<file path="config.mk">
export PLATFORM = sky130hd
export DESIGN_NAME = tmf_top
export DESIGN_NICKNAME = d
export VERILOG_FILES = /design/src/rtl/tmf_pkg.sv /design/src/rtl/tmf_prescale.sv /design/src/rtl/tmf_sync.sv /design/src/rtl/tmf_top.sv
export SDC_FILE = /design/constraint.sdc
export NUM_CORES = 1
export LEC_CHECK = 0
export ABC_AREA = 1
export BUFFER_PORTS_ARGS = -buffer_cell sky130_fd_sc_hd__buf_2
export CAP_MARGIN = 0
export CELL_PAD_IN_SITES_DETAIL_PLACEMENT = 0
export CELL_PAD_IN_SITES_GLOBAL_PLACEMENT = 2
export CORE_UTILIZATION = 37
export CTS_CLUSTER_SIZE = 16
export DETAILED_ROUTE_END_ITERATION = 12
export PLACE_DENSITY_LB_ADDON = 0.1
export SETUP_SLACK_MARGIN = 0.05
export SYNTH_ARGS = -nofsm -noshare
export SYNTH_HDL_FRONTEND = slang
export SYNTH_SLANG_ARGS = --single-unit
</file>
<file path="constraint.sdc">
create_clock -name core_clk -period 3.1 [get_ports core_clk]
set_input_delay 0 -clock core_clk [delete_from_list [all_inputs] [get_ports core_clk]]
set_output_delay 0 -clock core_clk [all_outputs]
set_load 0.01 [all_outputs]
</file>
<file path="src/rtl/tmf_pkg.sv">
// What this block does
// (RULE1) Source select clear: count every instruction cycle
// (RULE2) Timer write blocks increments for two cycles
// (RULE3) Source select set: count external pin edges
// (RULE4) Edge select: clear rising, set falling
// (RULE5) One prescaler, assign bit picks timer/watchdog
// (RULE6) Timer prescale 1:2 to 1:256, count hidden
// (RULE7) Wrap FFh to 00h sets overflow flag
// (RULE8) Overflow enable masks request, flag still sets
// (RULE9) Software clears overflow flag; hardware never does
// (RULE10) Sleep stops timer; overflow cannot wake
// (RULE11) External pin edge: select set rising, clear falling
// (RULE12) Valid external edge sets external flag
// (RULE13) External enable clear disables its request
// (RULE14) Software clears external flag before re-enabling
// (RULE15) Enabled external interrupt wakes from sleep
// (RULE16) Upper port nibble change sets port flag
// (RULE17) Port change enable gates port request
// (RULE18) Port flag may miss change during port read
// (RULE19) Warm reset clears bits 7..1, keeps port flag
// (RULE20) Flags set regardless of any enable
// (RULE21) Comparator change flag bit 6, enable bit 6
// (RULE22) Request: global enable and any enabled flag
package tmf_pkg;
	// ****************************************
	// Register map
	// ****************************************
	localparam logic [7:0] TMF_ADDR_TIMER = 8'h01;
	localparam logic [7:0] TMF_ADDR_INTCTL = 8'h0b;
	localparam logic [7:0] TMF_ADDR_PFLAG = 8'h0c;
	localparam logic [7:0] TMF_ADDR_OPTION = 8'h81;
	localparam logic [7:0] TMF_ADDR_PEN = 8'h8c;
	// ****************************************
	// Field positions
	// ****************************************
	localparam int TMF_IC_GIE = 7;
	localparam int TMF_IC_PERIPHERAL_INT_ENABLE = 6;
	localparam int TMF_IC_TOE = 5;
	localparam int TMF_IC_EXE = 4;
	localparam int TMF_IC_PCE = 3;
	localparam int TMF_IC_TOF = 2;
	localparam int TMF_IC_EXF = 1;
	localparam int TMF_IC_PCF = 0;
	localparam int TMF_OP_EDG = 6;
	localparam int TMF_OP_SRC = 5;
	localparam int TMF_OP_CES = 4;
	localparam int TMF_OP_PSA = 3;
	localparam int TMF_PF_CMF = 6;
	// ****************************************
	// Reset values and timing
	// ****************************************
	localparam logic [7:0] TMF_OPTION_RST = 8'hff;
	localparam logic [7:0] TMF_IC_WARM_MASK = 8'h01;
	localparam logic [1:0] TMF_WR_HOLD = 2'h2;
endpackage

</file>
<file path="src/rtl/tmf_prescale.sv">
`timescale 1ns/1ns
// Shared prescaler; ratio 2^(sel+1); count is not visible to software
module tmf_prescale #(
	parameter int WIDTH = 8
) (
	input wire logic core_clk,
	input wire logic resetn,
	input wire logic clr,
	input wire logic tick_in,
	input wire logic [2:0] ratio_sel,
	output logic tick_out
);
	logic [WIDTH-1:0] cnt_reg;
	logic [WIDTH-1:0] top;
	initial begin
		if (WIDTH != 8) begin
			$error("tmf_prescale: WIDTH must be 8");
		end
	end
	assign top = WIDTH'((2 << ratio_sel) - 1);
	// Output tick on the terminal input tick
	always_ff @(posedge core_clk or negedge resetn) begin
		if (!resetn) begin
			cnt_reg <= '0;
			tick_out <= 1'b0;
		end else begin
			tick_out <= 1'b0;
			if (clr) begin
				cnt_reg <= '0;
			end else if (tick_in) begin
				if (cnt_reg >= top) begin
					cnt_reg <= '0;
					tick_out <= 1'b1;
				end else begin
					cnt_reg <= cnt_reg + 1'b1;
				end
			end
		end
	end
endmodule

</file>
<file path="src/rtl/tmf_sync.sv">
`timescale 1ns/1ns
// Three-flop synchroniser; a change counts once stages two and three agree
module tmf_sync #(
	parameter int WIDTH = 1
) (
	input wire logic core_clk,
	input wire logic resetn,
	input wire logic [WIDTH-1:0] async_in,
	output logic [WIDTH-1:0] sync_out
);
	logic [WIDTH-1:0] s1_reg, s2_reg, s3_reg;
	// Stage one is read only by stage two
	always_ff @(posedge core_clk or negedge resetn) begin
		if (!resetn) begin
			s1_reg <= '0;
			s2_reg <= '0;
			s3_reg <= '0;
			sync_out <= '0;
		end else begin
			s1_reg <= async_in;
			s2_reg <= s1_reg;
			s3_reg <= s2_reg;
			for (int i = 0; i < WIDTH; i++) begin
				if (s2_reg[i] == s3_reg[i]) begin
					sync_out[i] <= s3_reg[i];
				end
			end
		end
	end
endmodule

</file>
<file path="src/rtl/tmf_top.sv">
// Local design decision: strobed register access.
`timescale 1ns/1ns
module tmf_top (
	core_clk,
	resetn,
	por_event,
	sleep_mode,
	ext_count_pin,
	ext_int_pin,
	port_upper_pins,
	port_read,
	cmp_out,
	wdt_tick,
	reg_addr,
	reg_wdata,
	reg_wr,
	reg_rd,
	reg_rdata,
	int_request,
	wake_request,
	wdt_prescaled
);
	import tmf_pkg::*;
	input wire logic core_clk;
	input wire logic resetn;
	input wire logic por_event;
	input wire logic sleep_mode;
	input wire logic ext_count_pin;
	input wire logic ext_int_pin;
	input wire logic [3:0] port_upper_pins;
	input wire logic port_read;
	input wire logic [1:0] cmp_out;
	input wire logic wdt_tick;
	input wire logic [7:0] reg_addr;
	input wire logic [7:0] reg_wdata;
	input wire logic reg_wr;
	input wire logic reg_rd;
	output logic [7:0] reg_rdata;
	output logic int_request;
	output logic wake_request;
	output logic wdt_prescaled;

	// ****************************************
	// State
	// ****************************************
	typedef struct packed {
		logic [7:0] timer;
		logic [7:0] intctl;
		logic [7:0] option;
		logic cmf;
		logic cme;
		logic [1:0] hold;
		logic cnt_prev;
		logic ext_prev;
		logic [3:0] port_prev;
		logic [1:0] cmp_prev;
		logic [7:0] rdata;
		logic irq;
		logic wake;
		logic primed;
	} tmf_state_s;

	tmf_state_s st_reg, st_next;
	logic cnt_s, ext_s;
	logic pcf_keep_reg;
	logic [3:0] port_s;
	logic [1:0] cmp_s;
	logic pre_in, pre_out;
	logic use_pre, raw_tick, tmr_tick;
	logic wr_timer, wr_intctl;

	// ****************************************
	// Pin synchronisers
	// ****************************************
	// Reset cause is steady across reset, so it needs no synchroniser
	tmf_sync #(.WIDTH(8)) u_sync (
		.core_clk(core_clk),
		.resetn(resetn),
		.async_in({ext_count_pin, ext_int_pin, port_upper_pins, cmp_out}),
		.sync_out({cnt_s, ext_s, port_s, cmp_s})
	);

	// ****************************************
	// Timer source and shared prescaler
	// ****************************************
	// Counter mode edge pick; source select chooses input (RULE3) (RULE4)
	always_comb begin
		if (st_reg.option[TMF_OP_SRC]) begin
			raw_tick = st_reg.option[TMF_OP_CES] ?
				(st_reg.cnt_prev & ~cnt_s) : (~st_reg.cnt_prev & cnt_s);
		end else begin
			raw_tick = 1'b1; // RULE1
		end
	end
	// Assign bit routes prescaler to timer or watchdog (RULE5)
	assign use_pre = ~st_reg.option[TMF_OP_PSA];
	assign pre_in = use_pre ? (raw_tick & ~sleep_mode) : wdt_tick;

	// Prescaler count hidden from software (RULE6)
	tmf_prescale #(.WIDTH(8)) u_pre (
		.core_clk(core_clk),
		.resetn(resetn),
		.clr(wr_timer | (st_reg.option[TMF_OP_PSA] != reg_wdata[TMF_OP_PSA]
			& reg_wr & reg_addr == TMF_ADDR_OPTION)),
		.tick_in(pre_in),
		.ratio_sel(st_reg.option[2:0]),
		.tick_out(pre_out)
	);
	// Sleep shuts the timer off (RULE10)
	assign tmr_tick = ~sleep_mode & (use_pre ? pre_out : raw_tick);
	assign wr_timer = reg_wr & (reg_addr == TMF_ADDR_TIMER);
	assign wr_intctl = reg_wr & (reg_addr == TMF_ADDR_INTCTL);

	// ****************************************
	// Next state
	// ****************************************
	// Flags set over any clear in the same cycle
	always_comb begin
		logic ovf;
		logic ext_edge;
		logic port_chg;
		logic cmp_chg;
		ovf = 1'b0;
		ext_edge = 1'b0;
		port_chg = 1'b0;
		cmp_chg = 1'b0;
		st_next = st_reg;
		st_next.cnt_prev = cnt_s;
		st_next.ext_prev = ext_s;
		st_next.cmp_prev = cmp_s;
		st_next.primed = 1'b1;
		// Port latch refreshes on a read; a change racing it still sets the port flag
		if (port_read) begin
			st_next.port_prev = port_s; // RULE18
		end
		port_chg = st_reg.primed & (port_s != st_reg.port_prev); // RULE16
		ext_edge = st_reg.option[TMF_OP_EDG] ?
			(~st_reg.ext_prev & ext_s) : (st_reg.ext_prev & ~ext_s); // RULE11
		cmp_chg = st_reg.primed & (cmp_s != st_reg.cmp_prev); // RULE21
		// Timer write, then two suppressed cycles
		if (wr_timer) begin
			st_next.timer = reg_wdata;
			st_next.hold = TMF_WR_HOLD; // RULE2
		end else if (st_reg.hold != 2'h0) begin
			st_next.hold = st_reg.hold - 2'h1; // RULE2
		end else if (tmr_tick) begin
			st_next.timer = st_reg.timer + 8'h01;
			ovf = (st_reg.timer == 8'hff); // RULE7
		end
		if (reg_wr && reg_addr == TMF_ADDR_OPTION) begin
			st_next.option = reg_wdata;
		end
		if (wr_intctl) begin
			st_next.intctl = reg_wdata; // RULE9 RULE14
		end
		if (reg_wr && reg_addr == TMF_ADDR_PFLAG) begin
			st_next.cmf = reg_wdata[TMF_PF_CMF];
		end
		if (reg_wr && reg_addr == TMF_ADDR_PEN) begin
			st_next.cme = reg_wdata[TMF_PF_CMF];
		end
		// Flags ignore every enable (RULE20)
		if (ovf) begin
			st_next.intctl[TMF_IC_TOF] = 1'b1; // RULE7
		end
		if (st_reg.primed && ext_edge) begin
			st_next.intctl[TMF_IC_EXF] = 1'b1; // RULE12
		end
		if (port_chg) begin
			st_next.intctl[TMF_IC_PCF] = 1'b1; // RULE16
			st_next.port_prev = port_s;
		end
		if (cmp_chg) begin
			st_next.cmf = 1'b1; // RULE21
		end
		// Enabled sources into one request (RULE8) (RULE13) (RULE17)
		st_next.irq = st_next.intctl[TMF_IC_GIE] & (
			(st_next.intctl[TMF_IC_TOE] & st_next.intctl[TMF_IC_TOF]) |
			(st_next.intctl[TMF_IC_EXE] & st_next.intctl[TMF_IC_EXF]) |
			(st_next.intctl[TMF_IC_PCE] & st_next.intctl[TMF_IC_PCF]) |
			(st_next.intctl[TMF_IC_PERIPHERAL_INT_ENABLE] & st_next.cme & st_next.cmf));
		// RULE22
		// Wake is independent of global enable; timer cannot wake
		st_next.wake = sleep_mode &
			st_next.intctl[TMF_IC_EXE] & st_next.intctl[TMF_IC_EXF]; // RULE15
		// Read data valid the cycle after the strobe only
		st_next.rdata = 8'h00;
		if (reg_rd) begin
			case (reg_addr)
				TMF_ADDR_TIMER: st_next.rdata = st_reg.timer;
				TMF_ADDR_INTCTL: st_next.rdata = st_reg.intctl;
				TMF_ADDR_OPTION: st_next.rdata = st_reg.option;
				TMF_ADDR_PFLAG: st_next.rdata = {1'b0, st_reg.cmf, 6'h00};
				TMF_ADDR_PEN: st_next.rdata = {1'b0, st_reg.cme, 6'h00};
				default: st_next.rdata = 8'h00;
			endcase
		end
	end

	// ****************************************
	// Registers
	// ****************************************
	// Warm reset keeps the port flag; power-on clears it to a defined 0
	always_ff @(posedge core_clk or negedge resetn) begin
		if (!resetn) begin
			st_reg <= '0;
			st_reg.option <= TMF_OPTION_RST;
		end else if (!st_reg.primed) begin
			st_reg <= st_next;
			st_reg.intctl <= por_event ? 8'h00 :
				({7'h00, pcf_keep_reg} & TMF_IC_WARM_MASK); // RULE19
		end else begin
			st_reg <= st_next;
		end
	end

	// Side flop keeps the port flag; frozen while reset is low
	always_ff @(posedge core_clk) begin
		if (resetn) begin
			pcf_keep_reg <= st_reg.intctl[TMF_IC_PCF]; // RULE19
		end
	end

	// Warm reset leaves port flag alone; hold across reset via side flop
	assign reg_rdata = st_reg.rdata;
	assign int_request = st_reg.irq;
	assign wake_request = st_reg.wake;

	// Watchdog side of the prescaler
	always_ff @(posedge core_clk or negedge resetn) begin
		if (!resetn) begin
			wdt_prescaled <= 1'b0;
		end else begin
			wdt_prescaled <= use_pre ? wdt_tick : pre_out; // RULE5
		end
	end

	// ****************************************
	// Checks
	// ****************************************
	a_write_holds: assert property (@(posedge core_clk) disable iff (!resetn)
		wr_timer ##1 !wr_timer ##1 !wr_timer |->
		st_reg.timer == $past(st_reg.timer)) // RULE2
		else $error("timer moved during write hold");
	a_ovf_sets: assert property (@(posedge core_clk) disable iff (!resetn)
		st_reg.timer == 8'hff ##1 st_reg.timer == 8'h00 && !$past(wr_timer)
		|-> st_reg.intctl[TMF_IC_TOF]) // RULE7
		else $error("overflow flag missing");
	a_sleep_stops: assert property (@(posedge core_clk) disable iff (!resetn)
		sleep_mode && $past(sleep_mode) && !$past(wr_timer) && !wr_timer
		&& st_reg.hold == 2'h0 |=> $stable(st_reg.timer)) // RULE10
		else $error("timer ran in sleep");
	a_irq_masked: assert property (@(posedge core_clk) disable iff (!resetn)
		!st_reg.intctl[TMF_IC_GIE] |-> !int_request) // RULE22
		else $error("request without global enable");
	a_ext_wake: assert property (@(posedge core_clk) disable iff (!resetn)
		wake_request |-> st_reg.intctl[TMF_IC_EXE]) // RULE15
		else $error("wake without external enable");
	a_ext_flag: assert property (@(posedge core_clk) disable iff (!resetn)
		st_reg.primed && !wr_intctl && st_reg.option[TMF_OP_EDG]
		&& !st_reg.ext_prev && ext_s |=> st_reg.intctl[TMF_IC_EXF]) // RULE12
		else $error("external flag missing");
	a_tmr_mask: assert property (@(posedge core_clk) disable iff (!resetn)
		!st_reg.intctl[TMF_IC_TOE] && !st_reg.intctl[TMF_IC_EXE]
		&& !st_reg.intctl[TMF_IC_PCE] && !st_reg.intctl[TMF_IC_PERIPHERAL_INT_ENABLE]
		|-> !int_request) // RULE8
		else $error("request with every source masked");
	a_timer_mode: assert property (@(posedge core_clk) disable iff (!resetn)
		!st_reg.option[TMF_OP_SRC] && st_reg.option[TMF_OP_PSA]
		&& !sleep_mode && st_reg.hold == 2'h0 && !wr_timer
		|=> st_reg.timer == $past(st_reg.timer) + 8'h01) // RULE1
		else $error("timer mode not counting");
	c_overflow: cover property (@(posedge core_clk)
		st_reg.intctl[TMF_IC_TOF]);
	c_ext_flag: cover property (@(posedge core_clk)
		st_reg.intctl[TMF_IC_EXF]);
	c_wake: cover property (@(posedge core_clk) wake_request);
endmodule

</file>
==> impl_metrics.py <==
metrics = {
    "die": {
        "io_pins": 43,
        "die_area_sq_um": 12100,
        "start_util_pct": 38.8,
        "die_h_microns": 110,
        "num_rows": 38,
        "coreArea_sq_um": 11100,
        "dieWidth_microns": 110,
    },
    "layout": {
        "nets": 571,
        "drive_above_1_share_pct": 18.0,
        "diodes": 0,
        "area_growth_pct": 18.3,
        "fin_area_sq_um": 5080,
        "largest_register_ffs": 37,
        "multi_input_area_sq_um": 1700,
        "fin_cells": 673,
        "seqCellArea_sq_um": 2270,
        "fillers": 1112,
    },
    "global_route": {
        "grt_overflow": 0,
        "antenna_found_initial": 0,
        "first_global_vias": 3103,
        "grt_start_max_net_pins": 60,
        "grt_use_total_pct": 17.4,
        "grt_pass1_wl_mm": 15.5,
    },
    "setup_path": {
        "critical_path_class": "flop to flop",
        "worstReg2RegStart": "st_reg[25]",
        "worst-endpoint-arrival_ns": 2.81,
        "slowest_delay_ns": 0.57,
        "critPathCaptureType": "flop",
        "cp.required_ns": 3.38,
        "path_common_cell": "nand3_1",
        "worstPathCellList": "inv_1, nand3_1, ha_1, inv_1, a21oi_1, xor2_1, ha_1, a21oi_1, nand3b_1, nand3_1, nor2_2, nand3_1, nand2_1",
        "critPathMaxFanout": 7,
        "critPathLaunch": "st_reg[25]",
        "worst_path_max_delay_cell": "dfstp_2",
        "worstSetupStartpointType": "flop",
    },
    "sta": {
        "fin_worst_skew_ns": 0.00611,
        "timing.final.crit_share_pct": 81.8,
        "fmax_mhz": 394,
        "tightestPinTransition_ns": 0.738,
        "setup_tns_ns": 0,
        "rsz0062_at_grt": "no",
        "setup_viol": 0,
        "fin_hold_ws_ns": 0.00917,
        "slew_headroom_pct": 50.8,
        "drv_slew": 0,
        "hold_viol": 0,
        "min_period_ns": 2.54,
    },
    "synthesis": {
        "ys_async_sr_fraction_pct": 98.9,
        "ys_ff_latch": 90,
        "syn_area_per_cell_sq_um": 9.20,
        "syn_inst": 467,
        "synth_edf_count": 1,
        "seq_area_frac_synth_pct": 52.8,
        "synth_area_sq_um": 4300,
        "synth_fp_nets": 510,
        "synth.distinct_cells": 42,
        "synth-main-ff-cell": "dfrtp_1",
        "synth_warnings": 0,
    },
    "power_and_ir_drop": {
        "vdd_drop_max_uv": 301,
        "fin_total_pwr_mw": 3.02,
        "p_per_area_nw_per_um2": 594,
        "power_leakage_nw": 2.58,
    },
    "clock_network": {
        "root_buffer": "clkbuf_16",
        "clkTransAtPathRegs_ns": 0.06,
        "h-tree-depth": 3,
        "cts_buffers": 9,
        "clk_latency_ns": 0.34,
        "cts_buffer_depth": 2,
        "cts_tree": "built",
        "cts_num_sinks": 90,
    },
    "run": {
        "cap_violations": 0,
    },
    "placed_design": {
        "dp_hpwl_mm": 6.61,
        "place_area_sq_um": 4600,
        "place_congestion": 0.770,
        "dp.cells": 637,
        "port_buffers": 42,
    },
    "detailed_routing": {
        "drtIter0Drc": 137,
        "via_per_inst": 4.61,
        "drc": 0,
        "wire_per_inst_microns": 13.7,
        "drt-pass1-iter-count": 4,
        "vias": 3104,
        "routed_wl_mm": 9.25,
        "ant_nets": 0,
    },
    "min_path": {
        "hold_path_startpoint": "reg_wdata[7]",
        "hold_class": "input port to flop",
    },
    "status": {
        "outcome": "finished clean",
    },
}
==> Yosys cell counts, types with 3 or more instances <==
library cell / number / share of area [%]
nor2_4: 5 / 1.3
buf_4: 8 / 1.4
maj3_1: 8 / 1.9
nand4_1: 4 / 0.58
nand2_2: 5 / 0.73
nand3_1: 30 / 3.5
a21oi_1: 14 / 1.6
nor3_1: 4 / 0.47
buf_2: 3 / 0.35
a221oi_1: 6 / 1.2
dfrtp_1: 81 / 47
xor2_1: 10 / 2.0
o21ai_0: 18 / 2.1
xnor2_1: 5 / 1.0
inv_1: 59 / 5.2
nor2_1: 54 / 4.7
nand2_1: 99 / 8.6
dfstp_2: 8 / 4.9
nor2_2: 4 / 0.58
ha_1: 11 / 3.2
==> cell usage in the layout, fill, tap and decap left out, types with 6 or more instances in the layout <==
master         netlist  final
a221oi_1             6      6
inv_1               59     59
xor2_1              10     10
nand2_1             99     99
dfstp_2              8      8
dlygate4sd3_1        0     20
o21ai_0             18     18
ha_1                11     11
maj3_1               8      8
clkbuf_16            0      9
nand3_1             30     30
nor2_1              54     54
buf_2                3     41
dfrtp_1             81     81
a21oi_1             14     14
==> stage by stage <==
step | util, % | setup slack [ns]
global route | 45.9 | 0.221
detailed placement | 41.5 | 0.576
finish | 45.9 | 0.565
floorplan | - | 0.861
CTS | 45.9 | 0.539
global placement | 41.5 | 0.628
==> worst paths after layout <==
kind | endpoint | slack (ns) | cells after the start
setup / recovery | u_pre.cnt_reg[3] | 0.56 | 13
hold / removal | st_reg[30] | 0.009 | 4
setup reg to reg | u_pre.cnt_reg[3] | 0.56 | 13
hold reg to reg | u_sync.s2_reg[2] | 0.35 | 0
max in group asynchronous | st_reg[30] | 1.87 | 3
min in group asynchronous | u_sync.sync_out[2] | 0.27 | 2
==> cell type report <==
cell class | count | area share, %
clock buffer | 10 | 4.50
clock inverter | 6 | 1.16
inverter | 62 | 4.68
multi-input combinational | 302 | 33.3
sequential | 90 | 44.6
tap | 140 | 3.45
timing repair buffer | 63 | 8.27
==> report_power, final <==
| part | total (mW) | internal, mW | switching [mW] |
|---|---|---|---|
| clock network | 1.07 | 0.621 | 0.454 |
| logic | 0.487 | 0.206 | 0.281 |
| registers | 1.46 | 1.32 | 0.134 |
| total | 3.02 | 2.15 | 0.869 |
==> kinds of logic after synthesis <==
kind of cell | Yosys count | share of synthesized area, %
other | 1 | 0.0873
and+or+nand+nor | 215 | 23.0
xor gates and xnor gates | 15 | 3.06
adders and majority gates | 19 | 5.07
DFF | 90 | 52.8
AOI/OAI and AO/OA | 52 | 8.21
buffers and inverters | 75 | 7.80
==> routing by layer <==
layer / part of all wire (%) / global-route usage [%] / up-vias
met2: 46 / 28.1 / 35
met4: 1.2 / 5.43 / 0
li1: - / - / 1613
met3: 2.3 / 3.79 / 10
met5: 0 / 0 / -
met1: 50 / 23.2 / 1446
==> critical path: cells and delay by family, from the launching register on <==
kind	cells	cell delay, ns
AOI/OAI and AO/OA	2	0.29
DFF	1	0.57
xor gates and xnor gates	1	0.17
adders and majority gates	2	0.42
and+or+nand+nor	6	0.83
buffers and inverters	2	0.18
==> repair_timing <==
item	4_1_cts	5_1_grt
hold buffers	20	0
resized for setup	0	0
buffers inserted	0	0
endpoints found under the hold margin	78	0
(Power assumes the default switching activity.)
